$ cat config.mk
export PLATFORM = sky130hd
export DESIGN_NAME = sbpbr_base_regs
export DESIGN_NICKNAME = d
export VERILOG_FILES = /design/src/sbpbr_base_regs.v
export VERILOG_INCLUDE_DIRS = /design/src /design/src/src
export SDC_FILE = /design/constraint.sdc
export NUM_CORES = 1
export LEC_CHECK = 0
export ABC_AREA = 1
export BUFFER_PORTS_ARGS = -buffer_cell sky130_fd_sc_hd__buf_2
export CAP_MARGIN = 40
export CORE_MARGIN = 2
export CORE_UTILIZATION = 53
export CTS_CLUSTER_DIAMETER = 30
export DETAILED_ROUTE_END_ITERATION = 10
export PLACE_DENSITY = 0.82
export SKIP_LAST_GASP = 1
export SYNTH_ARGS = -nofsm -noshare
export SYNTH_HDL_FRONTEND = slang
export SYNTH_SLANG_ARGS = --single-unit
$ cat constraint.sdc
create_clock -name clk -period 2.75 [get_ports clk]
set_input_delay 0.55 -clock clk [delete_from_list [all_inputs] [get_ports clk]]
set_output_delay 0.55 -clock clk [all_outputs]
set_load 0.02 [all_outputs]
$ cat src/sbpbr_regs.vh
// Constants for the serial-bus PHY base register bank.
// Assumes a 32-bit AHB-Lite slave at 40 MHz; one register per aligned word.
`ifndef SBPBR_REGS_VH
`define SBPBR_REGS_VH

// Byte addresses: base register index times four
`define SBPBR_ADDR_REG0 8'h00
`define SBPBR_ADDR_REG1 8'h04
`define SBPBR_ADDR_REG2 8'h08
`define SBPBR_ADDR_REG3 8'h0C
`define SBPBR_ADDR_REG4 8'h10
`define SBPBR_ADDR_REG5 8'h14
`define SBPBR_ADDR_REG6 8'h18
`define SBPBR_ADDR_REG7 8'h1C

// Field positions (bit 7 of the byte is the MSB, the first printed bit)
`define SBPBR_NODEID_LSB 2
`define SBPBR_ROOT_BIT   1
`define SBPBR_CPS_BIT    0
`define SBPBR_RHB_BIT    7
`define SBPBR_LBR_BIT    6
`define SBPBR_GAP_LSB    0
`define SBPBR_EXT_LSB    5
`define SBPBR_NPORT_LSB  0
`define SBPBR_SPEED_LSB  5
`define SBPBR_DELAY_LSB  0
`define SBPBR_JITTER_LSB 5
`define SBPBR_LINK_BIT   4
`define SBPBR_CONT_BIT   3
`define SBPBR_PWR_LSB    0
`define SBPBR_RESUME_IRQ_ENABLE_BIT   7
`define SBPBR_SBR_BIT    6
`define SBPBR_CTO_BIT    5
`define SBPBR_PEI_BIT    2

// Reset and constant values
`define SBPBR_GAP_RESET  6'h3F
`define SBPBR_EXT_CODE   3'h7
`define SBPBR_NPORT_CODE 4'h3
`define SBPBR_SPEED_CODE 3'h2
`define SBPBR_DELAY_CODE 4'h0
`define SBPBR_JITTER_CODE 3'h0

// Bus reset durations
`define SBPBR_CLK_MHZ        40
`define SBPBR_LONG_RESET_US  166
`define SBPBR_SHORT_RESET_NS 1300
`define SBPBR_LONG_CYCLES    (`SBPBR_LONG_RESET_US * `SBPBR_CLK_MHZ)
`define SBPBR_SHORT_CYCLES   ((`SBPBR_SHORT_RESET_NS * `SBPBR_CLK_MHZ + 999) / 1000)

`endif

$ cat src/sbpbr_base_regs.v
// Base configuration/status registers of a three-port cable PHY, AHB-Lite slave.
// Assumes the PHY core supplies arbitration, tree-ID, self-ID and resume events.
// Overview of operation
// - Hold 6-bit node ID, flag valid after self-ID
// - Root flag cleared on bus reset, set by tree-ID
// - Cable power bit follows sense input
// - Root holdoff requests root, survives bus reset
// - Long reset request starts 166 us reset
// - Ongoing receive/transmit finishes before reset starts
// - Long request cleared by hardware or bus reset
// - Gap count drives arbitration gap timing
// - Gap count set by write or config packet
// - Gap reloads 3Fh on reset or two resets
// - Extended register code reads 111b
// - Port count reads 3
// - Speed capability reads 010b
// - Repeater delay field reads 0
// - Repeater jitter field reads 0
// - Self-ID link bit is link-active AND power
// - Contender bit from pin at reset to self-ID
// - Power class from pins at reset to self-ID
// - Resume enable gates port event flag
// - Short reset request starts 1.3 us reset
// - Config time-out flag set by hardware, W1C
// - Reserved fields and registers read zero
//
// Implementation choices: the register offsets and the AHB-Lite slave port.
`include "sbpbr_regs.vh"

module sbpbr_base_regs #(
    parameter LONG_CYCLES = `SBPBR_LONG_CYCLES
) (
    input  wire        clk,
    input  wire        nrst,
    input  wire        hsel,
    input  wire [7:0]  haddr,
    input  wire [1:0]  htrans,
    input  wire        hwrite,
    input  wire [2:0]  hsize,
    input  wire [31:0] hwdata,
    input  wire        hready,
    output wire [31:0] hrdata,
    output wire        hreadyout,
    output wire        hresp,
    input  wire        selfIdDone,
    input  wire [5:0]  selfIdNodeId,
    input  wire        treeIdRoot,
    input  wire        cableSense,
    input  wire        pktBusy,
    input  wire        cfgGapValid,
    input  wire [5:0]  cfgGapValue,
    input  wire        arbCfgTimeout,
    input  wire        resumeStart,
    input  wire        linkPowerStatus,
    input  wire        contenderLinkonPin,
    input  wire [2:0]  powerClassPins,
    output reg         busResetActive,
    output reg         busResetShort,
    output wire        nodeIdValid,
    output wire [5:0]  arbGapCount,
    output wire        rootHoldoff,
    output wire        selfIdLinkBit,
    output wire        selfIdContBit,
    output wire [2:0]  selfIdPwrClass,
    output wire        portEventFlag,
    output wire        statusPush
);

    localparam ST_IDLE  = 3'b001;
    localparam ST_WAIT  = 3'b010;
    localparam ST_RESET = 3'b100;

    // Short reset length in clocks, rounded up so the reset is never cut short
    localparam SHORT_CYCLES = `SBPBR_SHORT_CYCLES;

    reg [5:0]  nodeId_reg;
    reg        idValid_reg;
    reg        root_reg;
    reg        holdoff_reg;
    reg        longReq_reg;
    reg        shortReq_reg;
    reg [5:0]  gap_reg;
    reg        gapTouched_reg;
    reg        resetSeen_reg;
    reg        link_reg;
    reg        cont_reg;
    reg [2:0]  pwr_reg;
    reg        resume_irq_enable_reg;
    reg        cto_reg;
    reg        pei_reg;
    reg        push_reg;
    reg        strapDone_reg;
    reg [2:0]  state_reg;
    reg [2:0]  state_next;
    reg [17:0] cnt_reg;
    reg        wrPend_reg;
    reg [2:0]  wrIdx_reg;
    reg [31:0] rdata_reg;

    wire       busResetEnd;
    wire       addrPhase;
    wire [2:0] idx;
    wire [7:0] wb;
    wire       inMap;
    wire       wrReg1;
    wire       wrReg4;
    wire       wrReg5;
    wire [7:0] img0;
    wire [7:0] img1;
    wire [7:0] img2;
    wire [7:0] img3;
    wire [7:0] img4;
    wire [7:0] img5;
    reg  [7:0] rdImage;

    assign addrPhase = hsel & hready & htrans[1];
    assign idx       = haddr[4:2];
    assign wb        = hwdata[7:0];
    assign hreadyout = 1'b1;
    assign hresp     = 1'b0;
    assign hrdata    = rdata_reg;
    assign busResetEnd = (state_reg == ST_RESET) && (cnt_reg == 18'h00001);
    // Only the eight base words are mapped; higher addresses alias nothing
    assign inMap  = (haddr[7:5] == 3'b000);
    assign wrReg1 = wrPend_reg && (wrIdx_reg == 3'd1);
    assign wrReg4 = wrPend_reg && (wrIdx_reg == 3'd4);
    assign wrReg5 = wrPend_reg && (wrIdx_reg == 3'd5);

    // Register images, byte-wide; bit 7 is the first printed bit
    assign img0 = {nodeId_reg,
                   root_reg,
                   cableSense};
    assign img1 = {holdoff_reg,
                   longReq_reg,
                   gap_reg};
    assign img2 = {`SBPBR_EXT_CODE,
                   1'b0,
                   `SBPBR_NPORT_CODE};
    assign img3 = {`SBPBR_SPEED_CODE,
                   1'b0,
                   `SBPBR_DELAY_CODE};
    assign img4 = {`SBPBR_JITTER_CODE,
                   link_reg,
                   cont_reg,
                   pwr_reg};
    assign img5 = {resume_irq_enable_reg,
                   shortReq_reg,
                   cto_reg,
                   2'b00,
                   pei_reg,
                   2'b00};

    // Read mux; anything outside the eight base words reads as zero
    always @*
    begin
        rdImage = 8'h00;
        if (!inMap)
            rdImage = 8'h00;
        else if (idx == 3'd0)
            rdImage = img0;
        else if (idx == 3'd1)
            rdImage = img1;
        else if (idx == 3'd2)
            rdImage = img2;
        else if (idx == 3'd3)
            rdImage = img3;
        else if (idx == 3'd4)
            rdImage = img4;
        else if (idx == 3'd5)
            rdImage = img5;
    end

    // AHB-Lite: zero wait states; write lands in data phase
    always @(posedge clk)
    begin
        if (!nrst)
        begin
            wrPend_reg <= 1'b0;
            wrIdx_reg  <= 3'd0;
            rdata_reg  <= 32'h00000000;
        end
        else
        begin
            wrPend_reg <= addrPhase & hwrite & inMap;
            if (addrPhase)
                wrIdx_reg <= idx;
            if (addrPhase && !hwrite)
                rdata_reg <= {24'h000000, rdImage};
        end
    end

    // Bus reset sequencer
    always @*
    begin
        state_next = state_reg;
        case (state_reg)
            ST_IDLE:
                if (longReq_reg || shortReq_reg)
                    state_next = pktBusy ? ST_WAIT : ST_RESET;
            ST_WAIT:
                if (!pktBusy)
                    state_next = ST_RESET;
            ST_RESET:
                if (busResetEnd)
                    state_next = ST_IDLE;
            default:
                state_next = ST_IDLE;
        endcase
    end

    always @(posedge clk)
    begin
        if (!nrst)
        begin
            state_reg      <= ST_IDLE;
            cnt_reg        <= 18'h00000;
            busResetActive <= 1'b0;
            busResetShort  <= 1'b0;
        end
        else
        begin
            state_reg <= state_next;
            if (state_reg != ST_RESET && state_next == ST_RESET)
            begin
                busResetActive <= 1'b1;
                // Long wins when both are pending; it is the safer reset
                busResetShort <= ~longReq_reg;
                if (longReq_reg)
                    cnt_reg <= LONG_CYCLES[17:0];
                else
                    cnt_reg <= SHORT_CYCLES[17:0];
            end
            else if (state_reg == ST_RESET)
            begin
                cnt_reg <= cnt_reg - 18'h00001;
                if (busResetEnd)
                    busResetActive <= 1'b0;
            end
        end
    end

    // Identity and topology: node ID, valid flag, root, status push
    always @(posedge clk)
    begin
        if (!nrst)
        begin
            nodeId_reg  <= 6'h00;
            idValid_reg <= 1'b0;
            root_reg    <= 1'b0;
            push_reg    <= 1'b0;
        end
        else
        begin
            push_reg <= 1'b0;
            if (treeIdRoot)
                root_reg <= 1'b1;
            if (selfIdDone)
            begin
                nodeId_reg  <= selfIdNodeId;
                idValid_reg <= 1'b1;
                push_reg    <= 1'b1;
            end
            // Tree-ID and self-ID only follow a finished reset, so reset wins
            if (busResetEnd)
            begin
                root_reg    <= 1'b0;
                idValid_reg <= 1'b0;
            end
        end
    end

    // Gap count: register write, configuration packet or default reload
    always @(posedge clk)
    begin
        if (!nrst)
        begin
            gap_reg        <= `SBPBR_GAP_RESET;
            gapTouched_reg <= 1'b0;
            resetSeen_reg  <= 1'b0;
        end
        else
        begin
            if (wrReg1)
            begin
                gap_reg        <= wb[`SBPBR_GAP_LSB +: 6];
                gapTouched_reg <= 1'b1;
            end
            if (cfgGapValid)
            begin
                gap_reg        <= cfgGapValue;
                gapTouched_reg <= 1'b1;
            end
            if (busResetEnd)
            begin
                // Second reset in a row without a gap update restores default
                if (resetSeen_reg && !gapTouched_reg && !cfgGapValid && !wrReg1)
                    gap_reg <= `SBPBR_GAP_RESET;
                resetSeen_reg  <= 1'b1;
                // An update landing with the reset still counts for the next one
                gapTouched_reg <= cfgGapValid | wrReg1;
            end
        end
    end

    // Software controls and strapped self-ID fields
    always @(posedge clk)
    begin
        if (!nrst)
        begin
            holdoff_reg   <= 1'b0;
            longReq_reg   <= 1'b0;
            shortReq_reg  <= 1'b0;
            link_reg      <= 1'b1;
            cont_reg      <= 1'b0;
            pwr_reg       <= 3'h0;
            resume_irq_enable_reg      <= 1'b0;
            strapDone_reg <= 1'b0;
        end
        else
        begin
            strapDone_reg <= 1'b1;
            // Straps are caught on the first clock after release;
            // a write in that same cycle loses to the pins
            if (!strapDone_reg)
            begin
                cont_reg <= contenderLinkonPin;
                pwr_reg  <= powerClassPins;
            end
            if (wrReg1)
            begin
                holdoff_reg <= wb[`SBPBR_RHB_BIT];
                longReq_reg <= wb[`SBPBR_LBR_BIT];
            end
            else if (wrReg4)
            begin
                link_reg <= wb[`SBPBR_LINK_BIT];
                if (strapDone_reg)
                begin
                    cont_reg <= wb[`SBPBR_CONT_BIT];
                    pwr_reg  <= wb[`SBPBR_PWR_LSB +: 3];
                end
            end
            else if (wrReg5)
            begin
                resume_irq_enable_reg     <= wb[`SBPBR_RESUME_IRQ_ENABLE_BIT];
                shortReq_reg <= wb[`SBPBR_SBR_BIT];
            end
            if (busResetEnd)
            begin
                longReq_reg  <= 1'b0;
                shortReq_reg <= 1'b0;
            end
        end
    end

    // Event flags: a hardware set wins over a software clear in one cycle
    always @(posedge clk)
    begin
        if (!nrst)
        begin
            cto_reg <= 1'b0;
            pei_reg <= 1'b0;
        end
        else
        begin
            if (wrReg5 && wb[`SBPBR_CTO_BIT])
                cto_reg <= 1'b0;
            if (wrReg5 && wb[`SBPBR_PEI_BIT])
                pei_reg <= 1'b0;
            if (arbCfgTimeout)
                cto_reg <= 1'b1;
            if (resumeStart && resume_irq_enable_reg)
                pei_reg <= 1'b1;
        end
    end

    assign nodeIdValid    = idValid_reg;
    assign statusPush     = push_reg;
    assign arbGapCount    = gap_reg;
    assign rootHoldoff    = holdoff_reg;
    assign selfIdLinkBit  = link_reg & linkPowerStatus;
    assign selfIdContBit  = cont_reg;
    assign selfIdPwrClass = pwr_reg;
    assign portEventFlag  = pei_reg;

endmodule // sbpbr_base_regs

# Word-level counts from Yosys, hierarchy flattened
# Cells that the tools add are included.
[word_totals]
regBits = 64
output_inout_bits = 51
word_cells = 116
inputBits = 74
[classes]
mux = 39
n_addsub = 1
n_reduce_logical = 28
n_bitwise = 10
n_eq_ne = 14
[ops]
columns = ["op", "n"]
rows = [
  ["$mux W8", 7],
  ["$mux W18", 2],
  ["$mux W3", 8],
  ["$mux W6", 4],
  ["$eq A18 B1 Y1 const B", 1],
  ["$eq A3 B3 Y1 const B", 6],
  ["$sub A18 B1 Y18 const B", 1],
  ["$mux W1", 16],
  ["$mux W13", 1],
  ["$logic_and A1 B1 Y1", 12],
  ["$eq A3 B1 Y1 const B", 3],
  ["$eq A3 B2 Y1 const B", 3],
  ["$pmux W3 S3", 1],
  ["$reduce_bool A2 Y1", 4],
  ["$logic_not A3 Y1", 2],
  ["$and A1 B1 Y1", 5],
  ["$logic_not A1 Y1", 4],
  ["$not A1 Y1", 4],
  ["$reduce_and A2 Y1", 2],
  ["$ne A3 B3 Y1 const B", 1],
  ["$reduce_and A3 Y1", 1],
  ["$reduce_bool A3 Y1", 1],
  ["$reduce_or A2 Y1", 1],
  ["$logic_or A1 B1 Y1", 1],
  ["$or A1 B1 Y1", 1],
]

# Longest topological paths before layout
# Gate-level depths: netlist of run 1.
[logic_depth]
word_depth = 8
depth_mapped = 11
ltp_nobuf = 11

# Worst setup path before layout of run 1
# Ideal clock, no wire load.
[synth_path]
path_type = "reg2reg"
from = "register cnt_reg[0]"
to = "register cnt_reg[8]"
synth_period_minus_slack_ns = 1.373
t_arrival_ns = 1.263
path_stages_with_launch = 12
slack_ns = 1.377
setup_ns = 0.111
cell_sequence = "dfxtp_1 > inv_1 > ha_1 > nand3_1 > inv_1 > nand2_1 > nor2_1 > nand3_1 > nand2_1 > inv_1 > nand2_1 > nor2_1"
[synth_between]
elab_chain_len = 7
elab_cells_between_ends = 10
classes_between = "1 x add/sub; 2 x eq/ne; 4 x mux; 3 x reduce/logical"
[synth_rtl]
columns = ["item", "line_no", "source"]
rows = [
  ["from (decl)", "sbpbr_base_regs.v:95", "reg [17:0] cnt_reg;"],
  ["from (signal assigned)", "sbpbr_base_regs.v:229", "cnt_reg <= LONG_CYCLES[17:0];"],
  ["from (signal assigned)", "sbpbr_base_regs.v:231", "cnt_reg <= SHORT_CYCLES[17:0];"],
  ["from (signal assigned)", "sbpbr_base_regs.v:235", "cnt_reg <= cnt_reg - 18'h00001;"],
  ["$eq A18 B1 Y1", "sbpbr_base_regs.v:122", "assign busResetEnd = (state_reg == ST_RESET) && (cnt_reg == 18'h00001);"],
  ["$logic_and A1 B1 Y1", "sbpbr_base_regs.v:122", ""],
  ["$mux W3", "sbpbr_base_regs.v:204", "if (busResetEnd)"],
  ["$pmux W3 S3", "sbpbr_base_regs.v:196", "case (state_reg)"],
  ["$eq A3 B3 Y1", "sbpbr_base_regs.v:223", "if (state_reg != ST_RESET && state_next == ST_RESET)"],
  ["$logic_and A1 B1 Y1", "sbpbr_base_regs.v:223", ""],
  ["$mux W18 or $reduce_bool A2 Y1 (tied branches)", "-", ""],
]
# Several ways; a longest one is shown, not always the timed one. The select of a mux whose other input is x is not followed.
# A chain may end at the register's enable or synchronous reset.

# Final worst setup path of run 1
# Ends and elaborated chain as after synthesis.

==> flow_summary.ini, run 1 <==
[hold_path]
hold_path.class = in -> reg
hold-path-cell-count = 3

[sta]
hold_viol = 0
fin_ws_ps = 1191
worstMarginPinSlew_ps = 536.0
finalCriticalPeriod_ps = 1559
fmax_ghz = 0.6415
clock_skew_ps = 6.834
slew_headroom = 0.6427
rsz0062_at_grt = no
drv_slew = 0
setup_viol = 0
fin_tns_setup_ps = 0
timing.final.crit_share = 0.5668

[finish]
drive_above_1_share = 0.2096
num_antenna_cells = 0
final_util = 0.6321
final_cell_mix = 96 x nand2_1, 68 x buf_2, 64 x dfxtp_1
final_nets = 615
largest_reg_flops = 18
layout_commonest_cell = nand2_1
syn_to_final_growth_pct = 14.11

[clock_tree]
insertion_delay_ps = 340
cts.sinks = 64
postCtsHoldBufs = 0
cts_resized = 0
cts_setup_buffers = 0
cts_buffers = 9
clk_pin_slew_ps = 70
htreeDepth = 3
cts_max_path_buffers = 2
cts_root_buffer = clkbuf_8
cts_tree = yes

[placement]
gp_congestion = 0.8716
place.port_buffers = 68
dpl.hpwl_mm = 5.806
dp_slack_ps = 984.8

[floorplanning]
io_pins = 125
die_h_um = 82.90
die_w_um = 82.90
die_area_um2 = 6872
initial_core_util = 0.5540
rows = 28
coreArea_um2 = 5956

[detailed_routing]
ant_nets = 0
via_count = 3168
wl_per_cell_um = 12.87
first_pass_iters = 5
drt_wl_total_mm = 7.969
drc_errors = 0
drtIter0Drc = 191
viasPerCell = 5.118

[logic_synthesis]
synth_ff_type = dfxtp_1
synthTopCellsByArea = dfxtp_1 39%, nand2_1 11%, a21oi_1 6.5%, nor2_1 6.1%, buf_4 5.9%
yosysUniqueCellTypes = 38
yosysTopAreaCell = dfxtp_1
synth_top_cell_area_share = 0.3883
ys_warn_count = 0
syn-instance-count = 469
yosysSeqAreaShare = 0.3883
post_synth_instance_area_um2 = 3299
synth_edf_count = 0
synth_seq_cells = 64
syn_area_per_cell_um2 = 7.035
synthArstFlopShare = 0

[setup_path]
worstPathRequired_ps = 2990
cp-start-kind = flip-flop
critPathTopFamily = simple AND/OR/NAND/NOR gates
worstPathArrival_ps = 1800
crit_fanout = 5
crit_slowest_cell = dfxtp_1
critPathMaxStageDelay_ps = 370
rr_worst_depth = 11
worstSetupEndpointType = flip-flop
path_buf_inv = 3
crit_chain = inv_1 > ha_1 > nand3_1 > inv_1 > nand2_1 > nor2_1 > nand3_1 > nand2_1 > inv_1 > nand2_1 > nor2_1
path_depth = 11
crit_type = reg -> reg

[global_routing]
grt_first_pass_wirelength_mm = 13.13
grt_pass1_vias = 2983
grt_overflow_total = 0
grt_max_degree = 29
antenna_found_initial = 0
track_usage = 0.2312

[power]
power_density_nw_per_um2 = 500.1
p_leak_nw = 1.825
ir_worst_vdd_mv = 0.2761

[flow_run]
max_cap_violations = 0

[outcome]
status = completed
## cells in the mapped netlist, types with 7 or more instances
master    count
o21ai_0      26
inv_1        50
dfxtp_1      64
buf_4        26
o211ai_1     12
nor3_1        7
nand3_1      32
nor2_1       54
a21oi_1      43
nand2_1      96
## report_power, final
group | switching, mW | internal, mW | leakage (nW)
registers | 0.0178 | 0.952 | 0.522
logic | 0.133 | 0.0595 | 1.21
clock network | 0.376 | 0.345 | 0.0878
total | 0.526 | 1.36 | 1.82
## layer usage
metal / vias up / routed length [µm] / share of wire / track usage
met3: 15 / 469 / 0.059 / 0.05169
met1: 1430 / 3457 / 0.43 / 0.2768
met5: - / 0 / 0 / 0
li1: 1608 / - / - / -
met4: 0 / 127 / 0.016 / 0.09240
met2: 115 / 3915 / 0.49 / 0.4003
## worst min-delay path: stages
cell and delay, ps:
buf_2 80, a21oi_1 30, nor2_1 70
## worst paths after layout
check	startpoint	endpoint	slack, ps
max	cnt_reg[0]$_SDFFE_PN0P_	cnt_reg[8]$_SDFFE_PN0P_	1190
max reg2reg	cnt_reg[0]$_SDFFE_PN0P_	cnt_reg[8]$_SDFFE_PN0P_	1190
min	arbCfgTimeout	cto_reg$_SDFFE_PN0P_	410
min reg2reg	hrdata[7]$_SDFFE_PN0P_	hrdata[7]$_SDFFE_PN0P_	470
## cell families (layout without fill, tap and decap cells)
| group | count (synthesis) | after routing | synth area share |
|---|---|---|---|
| AO/OA/AOI/OAI | 91 | 91 | 0.1524 |
| AND/OR/NAND/NOR | 219 | 219 | 0.3094 |
| buffers and inverters | 90 | 141 | 0.1373 |
| flip-flops | 64 | 64 | 0.3883 |
| adder cells (fa/ha/maj) | 2 | 2 | 0.007583 |
| XOR/XNOR | 1 | 1 | 0.002655 |
| other | 2 | 26 | 0.002276 |
## through the flow
stage | power [mW] | std cells | instance area [µm²] | hold WS, ps
after floorplan | 1.137 | 493 | 3390 | 434.0
after global routing | 1.950 | 619 | 3765 | 425.9
final | 1.883 | 619 | 3765 | 411.1
after global placement | 1.175 | 603 | 3592 | 448.2
after CTS | 1.883 | 619 | 3765 | 412.7
after detailed placement | 1.180 | 603 | 3592 | 457.8
## final cells by class
type	count	area, µm²
Multi-Input combinational cell	339	1655
Tap cell	75	93.84
Clock inverter	6	35.03
Inverter	56	214.0
Timing Repair Buffer	69	347.8
Sequential cell	64	1281
Fill cell	570	2191
Clock buffer	10	137.6
Note: power is estimated with default switching activity, not from simulation.
==> run 2: changes to the inputs <==
--- a/config.mk
+++ b/config.mk
@@ -6,14 +6,14 @@
 export SDC_FILE = /design/constraint.sdc
 export NUM_CORES = 1
 export LEC_CHECK = 0
-export ABC_AREA = 1
+export ABC_AREA = 0
 export BUFFER_PORTS_ARGS = -buffer_cell sky130_fd_sc_hd__buf_2
 export CAP_MARGIN = 40
 export CORE_MARGIN = 2
-export CORE_UTILIZATION = 53
+export CORE_UTILIZATION = 49
 export CTS_CLUSTER_DIAMETER = 30
 export DETAILED_ROUTE_END_ITERATION = 10
-export PLACE_DENSITY = 0.82
+export PLACE_DENSITY = 0.78
 export SKIP_LAST_GASP = 1
 export SYNTH_ARGS = -nofsm -noshare
 export SYNTH_HDL_FRONTEND = slang
==> constraint.sdc (replaced) <==
create_clock -name clk -period 1.6 [get_ports clk]
set_input_delay 0.32 -clock clk [delete_from_list [all_inputs] [get_ports clk]]
set_output_delay 0.32 -clock clk [all_outputs]
set_load 0.02 [all_outputs]
==> run 2 against run 1 <==
Against the previous run: the flow now finishes with violations (negative setup slack); clock-buffer cell count down 1; global-route usage up 1.1 points; synthesized cell count decreased by 24%; critical endpoint is now cnt_reg[14]$_SDFFE_PN0P_; largest cell class unchanged; highest routed layer unchanged.
==> flow_summary.ini, run 2 <==
[outcome]
status = complete, but fails checks
violations = negative setup slack

[detailed_routing]
via_count = 3037
drtIter0Drc = 353
ant_nets = 0
wl_per_cell_um = 15.67
viasPerCell = 5.423
drc_errors = 0
first_pass_iters = 5
drt_wl_total_mm = 8.773

[finish]
final_cell_mix = 68 x buf_2, 57 x dfxtp_1, 54 x buf_4
multi_input_area_um2 = 1849
layout_commonest_cell = buf_2
nFillCells = 471
largest_reg_flops = 18
num_antenna_cells = 0
syn_to_final_growth_pct = 36.35
drive_above_1_share = 0.4120
final_util = 0.6841
final_cell_count_no_fill = 560
final_nets = 554
regArea_um2 = 1290

[floorplanning]
initial_core_util = 0.5017
die_w_um = 84.17
io_pins = 125
coreArea_um2 = 6277
die_area_um2 = 7085
rows = 29
die_h_um = 84.17

[logic_synthesis]
synth_ff_type = dfxtp_1
synthArstFlopShare = 0
synth_top_cells_by_count = 64 x dfxtp_1, 55 x nor2_1, 26 x buf_4, 26 x nand2_1, 25 x mux2i_1
synthSimpleGateAreaFrac = 0.2451
syn_area_per_cell_um2 = 8.797
synth-adder-area-share = 0.007946
syn-instance-count = 358
yosysSeqAreaShare = 0.4068
synth_top_cell_area_share = 0.4068
yosysTopAreaCell = dfxtp_1
synth.most_common_cell = dfxtp_1
synth_compound_area_frac = 0.1176
ys_warn_count = 0
synth_edf_count = 0
synth_seq_cells = 64
synthXorXnorAreaFrac = 0.01669
post_synth_instance_area_um2 = 3149
synthMuxAreaShare = 0.1116
synth_top_family_by_area = simple AND/OR/NAND/NOR gates
yosysUniqueCellTypes = 55
synthTopCellsByArea = dfxtp_1 41%, mux2i_1 7.9%, nor2_1 6.6%, buf_4 6.2%, nand2_1 3.1%

[clock_tree]
cts_tree = yes
cts_root_buffer = clkbuf_8
cts_buffers = 9
cts_max_path_buffers = 2
clk_pin_slew_ps = 80
insertion_delay_ps = 360
htreeDepth = 3
cts.sinks = 64

[setup_path]
ff2ff_setup_slack_ps = -240
worstSetupEndpointType = flip-flop
worstPathRequired_ps = 1850
critPathTopFamily = simple AND/OR/NAND/NOR gates
r2r_start = cnt_reg[5]$_SDFFE_PN0P_
critPathMaxStageDelay_ps = 560
r2r_end = cnt_reg[14]$_SDFFE_PN0P_
rr_worst_depth = 5
cp-start-kind = flip-flop
crit_chain = or4_4 > nor4_4 > nand4_1 > and3_1 > o21a_1
crit_slowest_cell = or4_4
path_buf_inv = 0
crit_fanout = 4
crit_type = reg -> reg
worstPathArrival_ps = 2090

[global_routing]
grt_first_pass_wirelength_mm = 13.51
grt_pass1_vias = 2815
grt_overflow_total = 0
grt_max_degree = 32
antenna_found_initial = 0
track_usage = 0.2423

[sta]
whs_ps = 173.2
drv_slew = 0
finalCriticalPeriod_ps = 1843
fmax_ghz = 0.5427
timing.final.crit_share = 1.152
fin_ws_ps = -242.7
setup_viol = 19
rsz0062_at_grt = yes
hold_viol = 0
clock_skew_ps = 9.172

[placement]
place_inst = 534
dpl.hpwl_mm = 5.794
place.port_buffers = 68
gp_congestion = 0.8269
dp_slack_ps = -205.3

[hold_path]
worstHoldEndpoint = arbGapCount[3]$_SDFF_PN1_
hp-start = cfgGapValue[3]
hold_path.class = in -> reg
hold-path-cell-count = 3

[power]
p_leak_nw = 1.921
swShare = 0.2601
power_mw = 3.580
clkPwrFrac = 0.433
seqPwrFrac = 0.463
internal_power_mw = 2.649
p_comb_frac = 0.103
power.switching_uw = 931.2
ir_worst_vdd_mv = 0.6606
power_density_nw_per_um2 = 833.8

[flow_run]
max_cap_violations = 0
[run 2: per-stage QoR]
| stage | instance area, µm² | setup TNS, ps |
|---|---|---|
| after global routing | 4294 | -3348 |
| after floorplan | 3257 | -308.4 |
| after detailed placement | 3810 | -1862 |
| after CTS | 4154 | -827.8 |
| after global placement | 3810 | -1555 |
| final | 4294 | -1308 |
[run 2: cell type report]
type / instances / area share
clock buffer: 9 / 0.02885
clock inverter: 7 / 0.02214
inverter: 6 / 0.005245
multi-input combinational: 269 / 0.4307
sequential: 64 / 0.3004
tap: 77 / 0.02244
timing repair buffer: 128 / 0.1903
[run 2: kinds of logic after synthesis]
logic type / count (synthesis)
multiplexers: 33
buffers and inverters: 50
flip-flops: 64
XOR/XNOR: 6
AND/OR/NAND/NOR: 144
AO/OA/AOI/OAI: 57
other: 2
adder cells (fa/ha/maj): 2
[run 2: timing repair]
action                                  in CTS  in global routing
hold buffers                                 0                  0
setup buffers                                7                  2
pin swaps                                   10                 19
endpoints found under the setup margin      23                 33
cloned                                       0                  1
resized for setup                           19                 32
[run 2: power by group through the flow]
| stage | logic, mW | registers [mW] | clock network [mW] |
|---|---|---|---|
| finish | 0.370 | 1.66 | 1.55 |
| floorplan | 0.244 | 1.71 | 0 |
| global route | 0.399 | 1.66 | 1.64 |
| detailed placement | 0.344 | 1.69 | 0 |
| global placement | 0.338 | 1.69 | 0 |
| CTS | 0.350 | 1.66 | 1.57 |
[run 2: worst max path at each step]
| stage | startpoint | depth (start not counted) | end | slack (ps) |
|---|---|---|---|---|
| after CTS | cnt_reg[5]$_SDFFE_PN0P_ | 5 | cnt_reg[14]$_SDFFE_PN0P_ | -130 |
| final | cnt_reg[5]$_SDFFE_PN0P_ | 5 | cnt_reg[14]$_SDFFE_PN0P_ | -240 |
| after global placement | cnt_reg[5]$_SDFFE_PN0P_ | 5 | cnt_reg[14]$_SDFFE_PN0P_ | -160 |
| after detailed placement | cnt_reg[5]$_SDFFE_PN0P_ | 5 | cnt_reg[9]$_SDFFE_PN0P_ | -210 |
| after floorplan | cnt_reg[5]$_SDFFE_PN0P_ | 5 | cnt_reg[9]$_SDFFE_PN0P_ | -90 |
| after global routing | cnt_reg[5]$_SDFFE_PN0P_ | 5 | cnt_reg[14]$_SDFFE_PN0P_ | -300 |
[run 2: per-layer routing]
| layer | track usage | up-vias | routed length (µm) |
|---|---|---|---|
| li1 | - | 1446 | - |
| met4 | 0.1188 | 0 | 271 |
| met1 | 0.3135 | 1407 | 3649 |
| met2 | 0.3824 | 155 | 4225 |
| met3 | 0.05506 | 29 | 626 |
| met5 | 0 | - | 0 |
[run 2: tightest hold or removal path: stages]
cell and delay, ps:
buf_2 70, mux2i_1 60, nand2_1 60
==> run 3: changes to the inputs <==
--- a/config.mk
+++ b/config.mk
@@ -18,3 +18,4 @@
 export SYNTH_ARGS = -nofsm -noshare
 export SYNTH_HDL_FRONTEND = slang
 export SYNTH_SLANG_ARGS = --single-unit
+export TNS_END_PERCENT = 1
==> run 3 against run 2 <==
Against the previous run: the run still ends with negative setup slack left; clock-buffer cell count unchanged; sequential power is essentially flat; via count fell by 5.3%; hold slack better by 4.1 ps; largest power group unchanged; cell area is 6.1% lower.
==> flow_summary.ini, run 3 (synthesis gave the netlist of run 2 again) <==
[sta]
setup_viol = 29
fin_tns_setup_ps = -2878
timing.final.crit_share = 1.112
whs_ps = 177.4
fmax_ghz = 0.5619
drv_slew = 0
clock_skew_ps = 9.745
fin_ws_ps = -179.7
hold_viol = 0
finalCriticalPeriod_ps = 1780
rsz0062_at_grt = yes

[global_routing]
grt_overflow_total = 0
antenna_found_initial = 0
grt_max_degree = 21
grt_pass1_vias = 2717
track_usage = 0.2223
grt_first_pass_wirelength_mm = 12.61

[detailed_routing]
viasPerCell = 5.250
routed.top_layer = met4
wl_met1_mm = 3.483
wl_per_cell_um = 14.32
wl_met2_mm = 3.714
ant_nets = 0
drc_errors = 0
wl_met3_um = 442
drt_wl_total_mm = 7.849
via_count = 2877
first_pass_iters = 4
drtIter0Drc = 236

[outcome]
status = complete, but fails checks
violations = negative setup slack

[setup_path]
worstPathRequired_ps = 1880
crit_type = reg -> reg
ff2ff_setup_slack_ps = -180
worstPathArrival_ps = 2060
crit_fanout = 5
crit_chain = nor3b_4 > nand2_1 > or4_1 > xor2_1 > a21oi_1
r2r_end = cnt_reg[5]$_SDFFE_PN0P_
r2r_start = state_reg[2]$_SDFF_PN0_
crit_slowest_cell = or4_1
critPathMaxStageDelay_ps = 460
cp-start-kind = flip-flop
path_buf_inv = 0
rr_worst_depth = 5
worstSetupEndpointType = flip-flop
critPathTopFamily = simple AND/OR/NAND/NOR gates

[placement]
place_inst = 530
gp_congestion = 0.8613
place.port_buffers = 68
dpl.hpwl_mm = 5.801

[power]
seqPwrFrac = 0.490
power_density_nw_per_um2 = 839.3
swShare = 0.2665
p_leak_nw = 1.813
p_comb_frac = 0.105
internal_power_mw = 2.483
clkPwrFrac = 0.406
power.switching_uw = 902.5
power_mw = 3.386
ir_worst_vdd_mv = 0.5045

[flow_run]
max_cap_violations = 0

[floorplanning]
die_area_um2 = 7085
die_h_um = 84.17
die_w_um = 84.17
initial_core_util = 0.5017
rows = 29
io_pins = 125
coreArea_um2 = 6277

[clock_tree]
htreeDepth = 3
insertion_delay_ps = 340
cts_tree = yes
cts_root_buffer = clkbuf_8
clk_pin_slew_ps = 80
cts.sinks = 64
postCtsHoldBufs = 0
cts_max_path_buffers = 2
cts_buffers = 9

[hold_path]
worstHoldEndpoint = arbGapCount[4]$_SDFF_PN1_
hold_path.class = in -> reg
hp-start = cfgGapValue[4]
hold-path-cell-count = 3

[finish]
layout_commonest_cell = buf_2
final_cell_mix = 68 x buf_2, 61 x dfxtp_1, 54 x nor2_1
multi_input_area_um2 = 1719
final_nets = 542
largest_reg_flops = 18
final_cell_count_no_fill = 548
syn_to_final_growth_pct = 28.09
drive_above_1_share = 0.3503
nFillCells = 494
num_antenna_cells = 0
final_util = 0.6426
regArea_um2 = 1285
run 3: changes by cell type in the layout (fill, tap and decap cells not counted), sizes merged:
cell | previous run | this run
bufinv | 2 | 1
clkinv | 3 | 2
clkinvlp | 1 | 3
or2 | 5 | 4
buf | 128 | 117
run 3: final cells by class:
| class | count | share of cell area |
|---|---|---|
| clock buffers | 9 | 0.03071 |
| clock inverters | 7 | 0.01768 |
| well taps | 77 | 0.02388 |
| flip-flops and latches | 64 | 0.3185 |
| multi-input cells | 268 | 0.4262 |
| inverters | 6 | 0.005583 |
| repair buffers | 117 | 0.1774 |
run 3: worst register-to-register path: cells and delay by family (launching register included):
kind | cells | cell delay (ps)
DFF | 1 | 390
xor gates and xnor gates | 1 | 160
and+or+nand+nor | 3 | 1050
AOI/OAI and AO/OA | 1 | 130
run 3: repair_timing:
item / 4_1_cts / 5_1_grt
setup endpoints to repair: 28 / 34
gates resized for setup: 2 / 6
pin swaps: 3 / 2
endpoints found under the hold margin: 0 / 0
setup buffers: 0 / 2
run 3: stage by stage:
step | area (µm²) | worst slack, ps
global placement | 3780 | -179.7
floorplan | 3257 | -93.53
global route | 4034 | -271.1
CTS | 3985 | -139.1
detailed placement | 3780 | -193.9
finish | 4034 | -179.7
run 3: layer usage:
layer  up-vias  GRT usage
li1       1420          -
met1      1336     0.3006
met2       103     0.3427
met3        18    0.03736
met4         0     0.1144
met5         -          0
run 3: worst max path at each step:
stage,slack [ps],cells past startpoint,to,from
floorplan,-90,5,cnt_reg[9]$_SDFFE_PN0P_,cnt_reg[5]$_SDFFE_PN0P_
global placement,-180,5,cnt_reg[14]$_SDFFE_PN0P_,cnt_reg[5]$_SDFFE_PN0P_
detailed placement,-190,5,cnt_reg[14]$_SDFFE_PN0P_,cnt_reg[5]$_SDFFE_PN0P_
CTS,-140,5,cnt_reg[14]$_SDFFE_PN0P_,cnt_reg[3]$_SDFFE_PN0P_
global route,-270,5,cnt_reg[5]$_SDFFE_PN0P_,state_reg[2]$_SDFF_PN0_
finish,-180,5,cnt_reg[5]$_SDFFE_PN0P_,state_reg[2]$_SDFF_PN0_
run 3: power by group through the flow:
stage	registers, mW	logic [mW]	clock network (mW)
finish	1.66	0.355	1.37
global route	1.66	0.384	1.48
CTS	1.66	0.348	1.40
detailed placement	1.69	0.345	0
global placement	1.69	0.336	0
floorplan	1.71	0.244	0
